==> src/hw/gdi_pkg.sv <==
// Constants and types for the instrument bus device port
// Function
// Serial poll while talk addressed puts the 8-bit status byte on data lines
// While service request is driven, status byte bit 6 and cause bit are set
// Status bits latch; clear after cause gone and byte read, or on clear status
// Parallel poll drives status bit on the configured data line only
// Interface clear drops talker and listener addressing at once
// Remote state blocks most front panel keys, displays keep updating
// Listener acts on data, trigger, clear, remote, local; talker sends data or status
// Clear, lockout, set local, abort act unaddressed; service request any time
// Remote entered by own listen address received while remote enable true
// Going remote lights remote indicator and keeps all control settings
// Go to local command or remote enable false always returns to local; the code obeys go to local only while listen addressed
// Front panel local key returns to local only without lockout
// Local lockout disables the local key; only bus commands return local
// Bytes are addresses or commands only with attention true, clear false
// Talk or listen indicator lights whenever addressed, local or remote
// Bus address 40 means listen only without controller addressing
// Bus address 50 means talk only, sending whenever attention false
// Power on: local, unaddressed, masks cleared, free run, delay trigger, defaults
// Receive data when listening unless talk only; send unless listen only
// Data bytes move only while attention is false
// Local keeps full panel control, remote message and service requests work
// Service request only for conditions enabled in the request mask
// Remote enable false cancels lockout and returns to local together
package gdi_pkg;
  localparam logic [7:0] LISTEN_ONLY_ADDR = 8'h28;
  localparam logic [7:0] TALK_ONLY_ADDR = 8'h32;
  localparam logic [7:0] ESR_RESET = 8'h80;
  localparam logic [7:0] ESE_RESET = 8'h00;
  localparam logic [7:0] SRM_RESET = 8'h00;
  localparam int RQS_BIT = 6;
  localparam logic [7:0] CMD_GTL = 8'h01;
  localparam logic [7:0] CMD_SDC = 8'h04;
  localparam logic [7:0] CMD_PPC = 8'h05;
  localparam logic [7:0] CMD_GET = 8'h08;
  localparam logic [7:0] CMD_LLO = 8'h11;
  localparam logic [7:0] CMD_DCL = 8'h14;
  localparam logic [7:0] CMD_PPU = 8'h15;
  localparam logic [7:0] CMD_SPE = 8'h18;
  localparam logic [7:0] CMD_SPD = 8'h19;
  localparam logic [7:0] CMD_UNL = 8'h3f;
  localparam logic [7:0] CMD_UNT = 8'h5f;
  localparam logic [2:0] LAG_BASE = 3'h1;
  localparam logic [2:0] TAG_BASE = 3'h2;
  localparam logic [3:0] PPE_BASE = 4'h6;
  localparam logic [3:0] PPD_CODE = 4'h7;
  localparam logic [4:0] COND_NONE = 5'h00;
  typedef enum logic [1:0] {TRIG_FREE_RUN, TRIG_HOLD, TRIG_SINGLE} gdi_trig_t;
endpackage : gdi_pkg

==> src/hw/gdi_port.sv <==
// Instrument bus device port: addressing, remote/local, polls
`timescale 1ns/10ps
module gdi_port (
  // Clock and reset
  input wire logic CLK,
  input wire logic NRST,
  // Bus lines, true level, one byte handshake strobe
  input wire logic ATN,
  input wire logic IFC,
  input wire logic REN,
  input wire logic [7:0] DIO_IN,
  input wire logic DAV_STB,
  output logic [7:0] DIO_OUT,
  output logic [7:0] DIO_OE_N,
  output logic SRQ_OUT,
  output logic SRQ_OE_N,
  // Instrument side
  input wire logic [7:0] BUS_ADDR,
  input wire logic [4:0] COND,
  input wire logic CLEAR_STATUS,
  input wire logic [7:0] TX_DATA,
  input wire logic TX_VALID,
  output logic TX_TAKEN,
  output logic [7:0] RX_DATA,
  output logic RX_VALID,
  output logic TRIGGER,
  output logic DEV_CLEAR,
  // Software port
  input wire logic [1:0] ADDR,
  input wire logic [7:0] WDATA,
  input wire logic WR,
  input wire logic RD,
  output logic [7:0] RDATA,
  // Front panel
  input wire logic [7:0] KEYS,
  input wire logic LOCAL_KEY,
  output logic [7:0] KEYS_OK,
  output logic REMOTE_INDICATOR,
  output logic TALK_INDICATOR,
  output logic LISTEN_INDICATOR,
  output logic TRIGGER_WITH_DELAY_RESPONSE,
  output gdi_pkg::gdi_trig_t TRIG_MODE
);
  import gdi_pkg::*;

  ////////////////////////////////////////////////////////////////////////////
  // Decode
  logic talk_q, listen_q, remote_q, lockout_q, spoll_q;
  logic [7:0] srm_q, stb_q, esr_q, ese_q;
  logic [3:0] pp_q;
  logic ppc_pend_q;
  logic [7:0] rdata_q;
  logic cmd, data_stb, lon, ton, my_lag, my_tag, other_tag;
  logic srq;

  assign lon = (BUS_ADDR == LISTEN_ONLY_ADDR);
  assign ton = (BUS_ADDR == TALK_ONLY_ADDR);
  assign cmd = DAV_STB && ATN && !IFC;
  assign data_stb = DAV_STB && !ATN && !IFC;
  assign my_lag = cmd && DIO_IN == {LAG_BASE, BUS_ADDR[4:0]};
  assign my_tag = cmd && DIO_IN == {TAG_BASE, BUS_ADDR[4:0]};
  assign other_tag = cmd && DIO_IN[7:5] == TAG_BASE && !my_tag;

  ////////////////////////////////////////////////////////////////////////////
  // Addressing
  always_ff @(posedge CLK or negedge NRST) begin
    if (!NRST) begin
      talk_q <= 1'b0;
      listen_q <= 1'b0;
    end else if (IFC) begin
      talk_q <= 1'b0;
      listen_q <= 1'b0;
    end else if (cmd) begin
      if (DIO_IN == CMD_UNL || my_tag)
        listen_q <= 1'b0;
      else if (my_lag)
        listen_q <= 1'b1;
      if (DIO_IN == CMD_UNT || other_tag || my_lag)
        talk_q <= 1'b0;
      else if (my_tag)
        talk_q <= 1'b1;
    end
  end

  ////////////////////////////////////////////////////////////////////////////
  // Remote and lockout
  always_ff @(posedge CLK or negedge NRST) begin
    if (!NRST) begin
      remote_q <= 1'b0;
      lockout_q <= 1'b0;
    end else if (!REN) begin
      remote_q <= 1'b0;
      lockout_q <= 1'b0;
    end else begin
      if (my_lag)
        remote_q <= 1'b1;
      else if (cmd && DIO_IN == CMD_GTL && listen_q)
        remote_q <= 1'b0;
      else if (LOCAL_KEY && !lockout_q)
        remote_q <= 1'b0;
      if (cmd && DIO_IN == CMD_LLO)
        lockout_q <= 1'b1;
    end
  end

  assign KEYS_OK = remote_q ? 8'h00 : KEYS;
  assign REMOTE_INDICATOR = remote_q;
  assign TALK_INDICATOR = talk_q || ton;
  assign LISTEN_INDICATOR = listen_q || lon;

  ////////////////////////////////////////////////////////////////////////////
  // Serial poll and parallel poll configuration
  always_ff @(posedge CLK or negedge NRST) begin
    if (!NRST) begin
      spoll_q <= 1'b0;
      pp_q <= 4'h0;
      ppc_pend_q <= 1'b0;
    end else if (IFC) begin
      spoll_q <= 1'b0;
      ppc_pend_q <= 1'b0;
    end else if (cmd) begin
      if (DIO_IN == CMD_SPE)
        spoll_q <= 1'b1;
      else if (DIO_IN == CMD_SPD)
        spoll_q <= 1'b0;
      if (DIO_IN == CMD_PPU)
        pp_q <= 4'h0;
      ppc_pend_q <= (DIO_IN == CMD_PPC) && listen_q;
      if (ppc_pend_q && DIO_IN[7:4] == PPE_BASE)
        pp_q <= {1'b1, DIO_IN[2:0]};
      else if (ppc_pend_q && DIO_IN[7:4] == PPD_CODE)
        pp_q <= 4'h0;
    end
  end

  ////////////////////////////////////////////////////////////////////////////
  // Status byte
  logic stb_read;
  assign stb_read = data_stb && talk_q && spoll_q;
  assign srq = |(stb_q[4:0] & srm_q[4:0]);

  always_ff @(posedge CLK or negedge NRST) begin
    if (!NRST) begin
      stb_q <= 8'h00;
    end else begin
      if (CLEAR_STATUS)
        stb_q <= {3'h0, COND};
      else if (stb_read)
        stb_q <= {3'h0, (stb_q[4:0] & COND) | COND};
      else
        stb_q <= {3'h0, stb_q[4:0] | COND};
    end
  end

  assign SRQ_OUT = 1'b0;
  assign SRQ_OE_N = !srq;

  ////////////////////////////////////////////////////////////////////////////
  // Data lines
  always_comb begin
    DIO_OUT = 8'h00;
    DIO_OE_N = 8'hff;
    if (ATN && pp_q[3] && !IFC) begin
      DIO_OUT[pp_q[2:0]] = srq;
      DIO_OE_N[pp_q[2:0]] = !srq;
    end else if (!ATN && talk_q && spoll_q && !lon) begin
      DIO_OUT = {stb_q[7], srq, stb_q[5:0]};
      DIO_OE_N = 8'h00;
    end else if (!ATN && (talk_q || ton) && !lon && TX_VALID) begin
      DIO_OUT = TX_DATA;
      DIO_OE_N = 8'h00;
    end
  end
  assign TX_TAKEN = data_stb && (talk_q || ton) && !lon && TX_VALID &&
                    !(talk_q && spoll_q);

  ////////////////////////////////////////////////////////////////////////////
  // Received data and device messages
  always_ff @(posedge CLK or negedge NRST) begin
    if (!NRST) begin
      RX_DATA <= 8'h00;
      RX_VALID <= 1'b0;
      TRIGGER <= 1'b0;
      DEV_CLEAR <= 1'b0;
    end else begin
      RX_VALID <= data_stb && (listen_q || lon) && !ton;
      if (data_stb && (listen_q || lon) && !ton)
        RX_DATA <= DIO_IN;
      TRIGGER <= cmd && DIO_IN == CMD_GET && listen_q;
      DEV_CLEAR <= cmd && (DIO_IN == CMD_DCL ||
                   (DIO_IN == CMD_SDC && listen_q));
    end
  end

  ////////////////////////////////////////////////////////////////////////////
  // Software registers: 0 mask, 1 event status, 2 event enable, 3 status on read, trigger mode and delay response on write
  always_ff @(posedge CLK or negedge NRST) begin
    if (!NRST) begin
      srm_q <= SRM_RESET;
      esr_q <= ESR_RESET;
      ese_q <= ESE_RESET;
      TRIG_MODE <= TRIG_FREE_RUN;
      TRIGGER_WITH_DELAY_RESPONSE <= 1'b1;
    end else if (WR) begin
      case (ADDR)
        2'h0: srm_q <= WDATA;
        2'h1: esr_q <= WDATA;
        2'h2: ese_q <= WDATA;
        2'h3: begin
          TRIG_MODE <= gdi_trig_t'(WDATA[1:0]);
          TRIGGER_WITH_DELAY_RESPONSE <= WDATA[2];
        end
        default: ;
      endcase
    end
  end

  always_ff @(posedge CLK or negedge NRST) begin
    if (!NRST)
      rdata_q <= 8'h00;
    else if (RD) begin
      case (ADDR)
        2'h0: rdata_q <= srm_q;
        2'h1: rdata_q <= esr_q;
        2'h2: rdata_q <= ese_q;
        default: rdata_q <= {stb_q[7], srq, stb_q[5:0]};
      endcase
    end else
      rdata_q <= 8'h00;
  end
  assign RDATA = rdata_q;

  ////////////////////////////////////////////////////////////////////////////
  // Checks
  property p_ifc_drop;
    @(posedge CLK) disable iff (!NRST) IFC |=> !talk_q && !listen_q;
  endproperty
  a_ifc_drop: assert property (p_ifc_drop) else $error("addr kept");

  property p_ren_low;
    @(posedge CLK) disable iff (!NRST) !REN |=> !remote_q && !lockout_q;
  endproperty
  a_ren_low: assert property (p_ren_low) else $error("remote kept");

  property p_remote_on;
    @(posedge CLK) disable iff (!NRST) REN && my_lag |=> REMOTE_INDICATOR;
  endproperty
  a_remote_on: assert property (p_remote_on) else $error("no remote");

  property p_lockout_key;
    @(posedge CLK) disable iff (!NRST)
      REN && lockout_q && remote_q && LOCAL_KEY && !cmd |=> remote_q;
  endproperty
  a_lockout_key: assert property (p_lockout_key) else $error("key");

  property p_keys_blocked;
    @(posedge CLK) disable iff (!NRST) remote_q |-> KEYS_OK == 8'h00;
  endproperty
  a_keys_blocked: assert property (p_keys_blocked) else $error("keys");

  property p_srq_bit6;
    @(posedge CLK) disable iff (!NRST)
      !SRQ_OE_N && !ATN && talk_q && spoll_q && !lon |-> DIO_OUT[RQS_BIT];
  endproperty
  a_srq_bit6: assert property (p_srq_bit6) else $error("bit6");

  property p_srq_mask;
    @(posedge CLK) disable iff (!NRST)
      (srm_q[4:0] == 5'h00) |-> SRQ_OE_N;
  endproperty
  a_srq_mask: assert property (p_srq_mask) else $error("srq");

  property p_latch;
    @(posedge CLK) disable iff (!NRST)
      stb_q[0] && !CLEAR_STATUS && !stb_read |=> stb_q[0];
  endproperty
  a_latch: assert property (p_latch) else $error("unlatched");

  property p_no_rx_cmd;
    @(posedge CLK) disable iff (!NRST) ATN |=> !RX_VALID;
  endproperty
  a_no_rx_cmd: assert property (p_no_rx_cmd) else $error("rx atn");

  property p_talk_only;
    @(posedge CLK) disable iff (!NRST)
      ton && !ATN && !IFC && TX_VALID |-> DIO_OE_N == 8'h00;
  endproperty
  a_talk_only: assert property (p_talk_only) else $error("ton");

  property p_pp_one;
    @(posedge CLK) disable iff (!NRST)
      ATN && !IFC |-> $countones(~DIO_OE_N) <= 1;
  endproperty
  a_pp_one: assert property (p_pp_one) else $error("pp lines");

  property p_pp_off;
    @(posedge CLK) disable iff (!NRST)
      ATN && !pp_q[3] |-> DIO_OE_N == 8'hff;
  endproperty
  a_pp_off: assert property (p_pp_off) else $error("pp off");

  property p_lon_quiet;
    @(posedge CLK) disable iff (!NRST)
      lon && !ATN |-> DIO_OE_N == 8'hff;
  endproperty
  a_lon_quiet: assert property (p_lon_quiet) else $error("lon");

  property p_ton_deaf;
    @(posedge CLK) disable iff (!NRST)
      ton |=> !RX_VALID;
  endproperty
  a_ton_deaf: assert property (p_ton_deaf) else $error("ton rx");

  property p_ifc_quiet;
    @(posedge CLK) disable iff (!NRST)
      IFC |=> !TRIGGER && !DEV_CLEAR;
  endproperty
  a_ifc_quiet: assert property (p_ifc_quiet) else $error("ifc");

  property p_gtl;
    @(posedge CLK) disable iff (!NRST)
      REN && cmd && DIO_IN == CMD_GTL && listen_q |=> !REMOTE_INDICATOR;
  endproperty
  a_gtl: assert property (p_gtl) else $error("gtl");

  property p_local_key;
    @(posedge CLK) disable iff (!NRST)
      REN && LOCAL_KEY && !lockout_q && !my_lag |=> !remote_q;
  endproperty
  a_local_key: assert property (p_local_key) else $error("lkey");

  property p_llo;
    @(posedge CLK) disable iff (!NRST)
      REN && cmd && DIO_IN == CMD_LLO |=> lockout_q;
  endproperty
  a_llo: assert property (p_llo) else $error("llo");

  property p_tag_ind;
    @(posedge CLK) disable iff (!NRST)
      my_tag && !lon |=> TALK_INDICATOR && !LISTEN_INDICATOR;
  endproperty
  a_tag_ind: assert property (p_tag_ind) else $error("ind");

  property p_cs;
    @(posedge CLK) disable iff (!NRST)
      CLEAR_STATUS |=> stb_q[4:0] == $past(COND);
  endproperty
  a_cs: assert property (p_cs) else $error("cs");

  property p_tx_taken;
    @(posedge CLK) disable iff (!NRST)
      TX_TAKEN |-> TX_VALID && !ATN && DIO_OE_N == 8'h00;
  endproperty
  a_tx_taken: assert property (p_tx_taken) else $error("taken");

  property p_spoll;
    @(posedge CLK) disable iff (!NRST) !ATN && talk_q && spoll_q && !lon
      |-> DIO_OUT[4:0] == stb_q[4:0] && DIO_OE_N == 8'h00;
  endproperty
  a_spoll: assert property (p_spoll) else $error("spoll");
endmodule : gdi_port

==> config.mk <==
export PLATFORM = sky130hd
export DESIGN_NAME = gdi_port
export DESIGN_NICKNAME = d
export VERILOG_FILES = /design/src/hw/gdi_pkg.sv /design/src/hw/gdi_port.sv
export SDC_FILE = /design/constraint.sdc
export NUM_CORES = 1
export LEC_CHECK = 0
export BUFFER_PORTS_ARGS = -buffer_cell sky130_fd_sc_hd__buf_2
export CORE_ASPECT_RATIO = 0.9
export CORE_MARGIN = 2
export CORE_UTILIZATION = 52
export CTS_BUF_LIST = sky130_fd_sc_hd__clkbuf_2
export DETAILED_ROUTE_END_ITERATION = 10
export PLACE_DENSITY = 0.82
export SLEW_MARGIN = 20
export SYNTH_ARGS = -nofsm -noshare
export SYNTH_HDL_FRONTEND = slang
export SYNTH_SLANG_ARGS = --single-unit
==> constraint.sdc <==
create_clock -name CLK -period 1.97 [get_ports CLK]
set_clock_uncertainty 0.05 [all_clocks]
set_input_delay 0.394 -clock CLK [delete_from_list [all_inputs] [get_ports CLK]]
set_output_delay 0.394 -clock CLK [all_outputs]
set_load 0.03 [all_outputs]
==> flow_summary.html <==
<table>
<tr><th>Metric</th><th>Value</th></tr>
<tr><th colspan="2">Power and ir drop</th></tr>
<tr><td>Total power divided by cell area</td><td>674.0 nW/um^2</td></tr>
<tr><td>Reported leakage power</td><td>about 2.3 nW</td></tr>
<tr><td>Max IR drop VDD</td><td>0.4731 mV</td></tr>
<tr><th colspan="2">Detailed routing</th></tr>
<tr><td>Wirelength per Cell</td><td>a little over 20 um</td></tr>
<tr><td>Total length of routed wires</td><td>around 11 mm</td></tr>
<tr><td>DRC violation count after routing</td><td>0</td></tr>
<tr><td>Number of nets still failing antenna checks after routing</td><td>0</td></tr>
<tr><td>Via/cell ratio</td><td>6.065</td></tr>
<tr><td>Detailed-routing iteration count for the pre-antenna-repair pass</td><td>6</td></tr>
<tr><td>Vias after detailed routing</td><td>between 3000 and 4000</td></tr>
<tr><td>Iteration-0 DRC count of the detailed router</td><td>330</td></tr>
<tr><th colspan="2">Clock network</th></tr>
<tr><td>Buffer type at the clock tree root</td><td>clkbuf_2</td></tr>
<tr><td>Clock-pin transition on the worst setup and hold timing paths</td><td>between 200 and 250 ps</td></tr>
<tr><td>Clock sink total</td><td>61</td></tr>
<tr><td>H-Tree Level Count</td><td>3</td></tr>
<tr><td>Clock tree from TritonCTS</td><td>yes</td></tr>
<tr><td>Total clock buffers created by CTS</td><td>9</td></tr>
<tr><td>Maximum number of buffers from clock root to sink</td><td>2</td></tr>
<tr><td>Clock network latency to the later pin of the worst-skew pair</td><td>approximately 500 ps</td></tr>
<tr><th colspan="2">Yosys</th></tr>
<tr><td>Sequential-to-total area share from yosys stat</td><td>47.73%</td></tr>
<tr><td>Most instantiated flip-flop cell in the synthesis netlist</td><td>dfrtp_1</td></tr>
<tr><td>Syn. warnings</td><td>0</td></tr>
<tr><td>Register bit total from synthesis</td><td>61</td></tr>
<tr><td>Fraction of post-synthesis cell area in the top cell type by area</td><td>46.09%</td></tr>
<tr><td>Cell type with the highest aggregate area in the netlist</td><td>dfrtp_1</td></tr>
<tr><td>Number of enable-type register cells in the synthesized netlist</td><td>0</td></tr>
<tr><td>Most frequently used cell type in the post-synthesis netlist</td><td>dfrtp_1</td></tr>
<tr><td>Area contributors post-synth</td><td>dfrtp_1 46%, mux2_2 13%, mux4_2 2.8%</td></tr>
<tr><td>Post-synth net total</td><td>340</td></tr>
<tr><td>Average instance area after synthesis</td><td>approximately 11 sq um</td></tr>
<tr><td>Synth cell count leaders</td><td>59 x dfrtp_1, 36 x mux2_2, 22 x nand2_1</td></tr>
<tr><td>Mapped cell area</td><td>3203 sq um</td></tr>
<tr><td>Post-synthesis instance total</td><td>282</td></tr>
<tr><td>Number of distinct standard cells referenced by the synthesized netlist</td><td>54</td></tr>
<tr><td>Share of synthesized flip-flops with an asynchronous set or reset</td><td>between 90% and 100%</td></tr>
<tr><th colspan="2">STA</th></tr>
<tr><td>Setup repair after global routing missed its margin</td><td>yes</td></tr>
<tr><td>Final setup violating endpoints</td><td>21</td></tr>
<tr><td>Highest attainable clock frequency</td><td>about 370 MHz</td></tr>
<tr><td>Max-slew headroom</td><td>65.27%</td></tr>
<tr><td>Crit path time final</td><td>2682 ps</td></tr>
<tr><td>Tcrit/Tclk final</td><td>136.2%</td></tr>
<tr><td>Worst hold slack after final layout</td><td>86.95 ps</td></tr>
<tr><td>Final Hold Viols</td><td>0</td></tr>
<tr><td>Total negative slack</td><td>-11380 ps</td></tr>
<tr><td>Final count of pins violating max slew</td><td>0</td></tr>
<tr><td>Transition time at the pin with the least slew margin</td><td>518.5 ps</td></tr>
<tr><td>Final Worst Setup Slack</td><td>-712.5 ps</td></tr>
<tr><th colspan="2">GRT</th></tr>
<tr><td>Total track usage</td><td>a little under a third</td></tr>
<tr><td>Antenna violations before repair</td><td>0</td></tr>
<tr><td>Number of global-route vias before repair</td><td>around 3200</td></tr>
<tr><td>Largest net degree at the start of global routing</td><td>24</td></tr>
<tr><td>Sum of overflow across all layers after global routing</td><td>0</td></tr>
<tr><td>Global-route wire length before repair</td><td>16.03 mm</td></tr>
<tr><th colspan="2">Layout</th></tr>
<tr><td>Final net count</td><td>about 510</td></tr>
<tr><td>Proportion of layout cells with a drive suffix above 1</td><td>between 50 and 60%</td></tr>
<tr><td>Multi-input gate area in the final layout</td><td>roughly 1800 sq um</td></tr>
<tr><td>Post-layout instance area</td><td>4793 sq um</td></tr>
<tr><td>Filler instances</td><td>313</td></tr>
<tr><td>Antenna fix cells</td><td>0</td></tr>
<tr><td>Area delta synth-&gt;final</td><td>49.65%</td></tr>
<tr><td>Reg area</td><td>1531 sq um</td></tr>
<tr><td>Final standard cell count with taps included and fillers excluded</td><td>527</td></tr>
<tr><th colspan="2">Setup path</th></tr>
<tr><td>Worst Path Required</td><td>1530 ps</td></tr>
<tr><td>Worst Path Arrival</td><td>2240 ps</td></tr>
<tr><td>Kind of end point of the critical path</td><td>output port</td></tr>
<tr><td>Start-to-end type of the worst setup path</td><td>reg2out</td></tr>
<tr><td>Critical path launch point type</td><td>register</td></tr>
<tr><td>Critical Path Fanout Max</td><td>4</td></tr>
<tr><th colspan="2">Place</th></tr>
<tr><td>Weighted congestion reported at the end of routability-driven placement</td><td>0.9261</td></tr>
<tr><td>Minimum setup slack after placement</td><td>-337.8 ps</td></tr>
<tr><td>I/O Buffers</td><td>108</td></tr>
<tr><td>HPWL after detailed placement</td><td>roughly 6.4 mm</td></tr>
<tr><td>Area after DPL</td><td>roughly 4200 sq um</td></tr>
<tr><td>Cell count after placement</td><td>496</td></tr>
<tr><th colspan="2">Status</th></tr>
<tr><td>Run status</td><td>finished, violations left</td></tr>
<tr><td>Violated checks</td><td>setup timing</td></tr>
<tr><th colspan="2">Die</th></tr>
<tr><td>Starting utilization of the core area</td><td>between 50% and 60%</td></tr>
<tr><td>Vertical die dimension</td><td>78.46 um</td></tr>
<tr><td>Die X</td><td>86.73 um</td></tr>
<tr><td>Core Rows</td><td>27</td></tr>
<tr><td>Total Die Area</td><td>between 6000 and 7000 sq um</td></tr>
<tr><td>Core region area</td><td>6047 sq um</td></tr>
<tr><td>I/O pin cnt</td><td>between 100 and 150</td></tr>
<tr><th colspan="2">Worst hold path</th></tr>
<tr><td>Tightest Hold Check Type</td><td>in2reg</td></tr>
<tr><th colspan="2">Flow run</th></tr>
<tr><td>Max cap viols</td><td>0</td></tr>
</table>
## layout make-up
| type | instances | area share [%] |
|---|---|---|
| clock buffers | 9 | 0.9397 |
| flip-flops and latches | 61 | 31.95 |
| well taps | 72 | 1.879 |
| multi-input cells | 201 | 38.19 |
| repair buffers | 168 | 24.30 |
| inverters | 9 | 0.7048 |
| clock inverters | 7 | 2.036 |
## layer usage
| layer | wire [um] | share of wire [%] | vias to the layer above | global-route usage [%] |
|---|---|---|---|---|
| li1 | - | - | 1373 | - |
| met1 | 3998 | 37 | 1537 | 36.11 |
| met2 | 5391 | 50 | 230 | 50.92 |
| met3 | 843 | 7.8 | 56 | 10.83 |
| met4 | 512 | 4.8 | 0 | 15.00 |
| met5 | 0 | 0 | - | 0 |
## path summary, 6_finish.rpt
path | start | end | slack (ps) | cells past startpoint
setup / recovery | srm_q[2] | DIO_OUT[3] | -710 | 8
hold / removal | WDATA[5] | ese_q[5] | 90 | 2
setup reg to reg | srm_q[2] | RDATA[6] | -140 | 7
hold reg to reg | ppc_pend_q | ppc_pend_q | 470 | 1
max in group asynchronous | NRST | talk_q | 910 | 3
min in group asynchronous | NRST | RDATA[7] | 300 | 2
## state kept, by name (all words and copies together) (netlist names)
name                         flops
DEV_CLEAR                        1
RDATA                            8
REMOTE_INDICATOR                 1
RX_DATA                          8
RX_VALID                         1
TRIGGER                          1
TRIGGER_WITH_DELAY_RESPONSE      1
TRIG_MODE                        2
ese_q                            8
esr_q                            8
listen_q                         1
lockout_q                        1
pp_q                             4
ppc_pend_q                       1
spoll_q                          1
srm_q                            8
stb_q                            5
talk_q                           1
## cells by family after synthesis
| logic type | share of synthesized area, % |
|---|---|
| compound gates | 11.52 |
| xor+xnor | 1.367 |
| buf+inv | 2.656 |
| flops | 47.73 |
| mux | 18.05 |
| other cells | 0.1171 |
| simple gates | 18.55 |
## through the flow
| stage | utilization [%] | power, mW |
|---|---|---|
| 5_1_grt | 79.27 | 3.348 |
| 4_1_cts | 76.74 | 3.130 |
| 3_3_place_gp | 69.36 | 2.130 |
| 2_1_floorplan | - | 1.863 |
| 6_report | 79.27 | 3.231 |
| 3_5_place_dp | 69.36 | 2.167 |
## repair_timing
action,4_1_cts,5_1_grt
endpoints found under the hold margin,18,7
setup endpoints to repair,19,22
pin swaps,15,4
hold buffers,1,6
setup buffers,4,4
gates resized for setup,71,15
## power by group
group,switching (mW),total (mW),leakage [nW],internal (mW)
Sequential,0.0861,1.48,0.752,1.40
Clock,0.513,0.940,0.0805,0.427
Combinational,0.421,0.807,1.51,0.386
Total,1.02,3.23,2.35,2.21
## cell usage in the layout, fill, tap and decap left out, types with 3 or more instances in the layout
master,instances
inv_1,8
mux2_2,36
nand3_1,7
a21o_1,7
mux2i_1,3
dlygate4sd3_1,7
nor3_1,5
buf_4,47
a21o_2,5
o21ai_0,4
nor2_1,9
o21ai_1,5
nand3b_1,7
a21oi_1,5
nor2b_1,10
nand2b_1,3
buf_6,25
mux4_2,5
xnor2_1,5
nand4_1,3
nand2_2,4
nand2_1,16
and2_1,8
o21ai_2,3
dfrtp_1,57
clkbuf_2,9
buf_2,88
## critical path, stage by stage (launching register included)
cell      delay (ps)
dfrtp_1          440
a222oi_1         340
buf_4            210
a31oi_4          130
buf_6            160
nand3_4           80
o21ai_2           60
a21o_2           190
buf_6            130
Note: power is estimated with default switching activity, not from simulation.
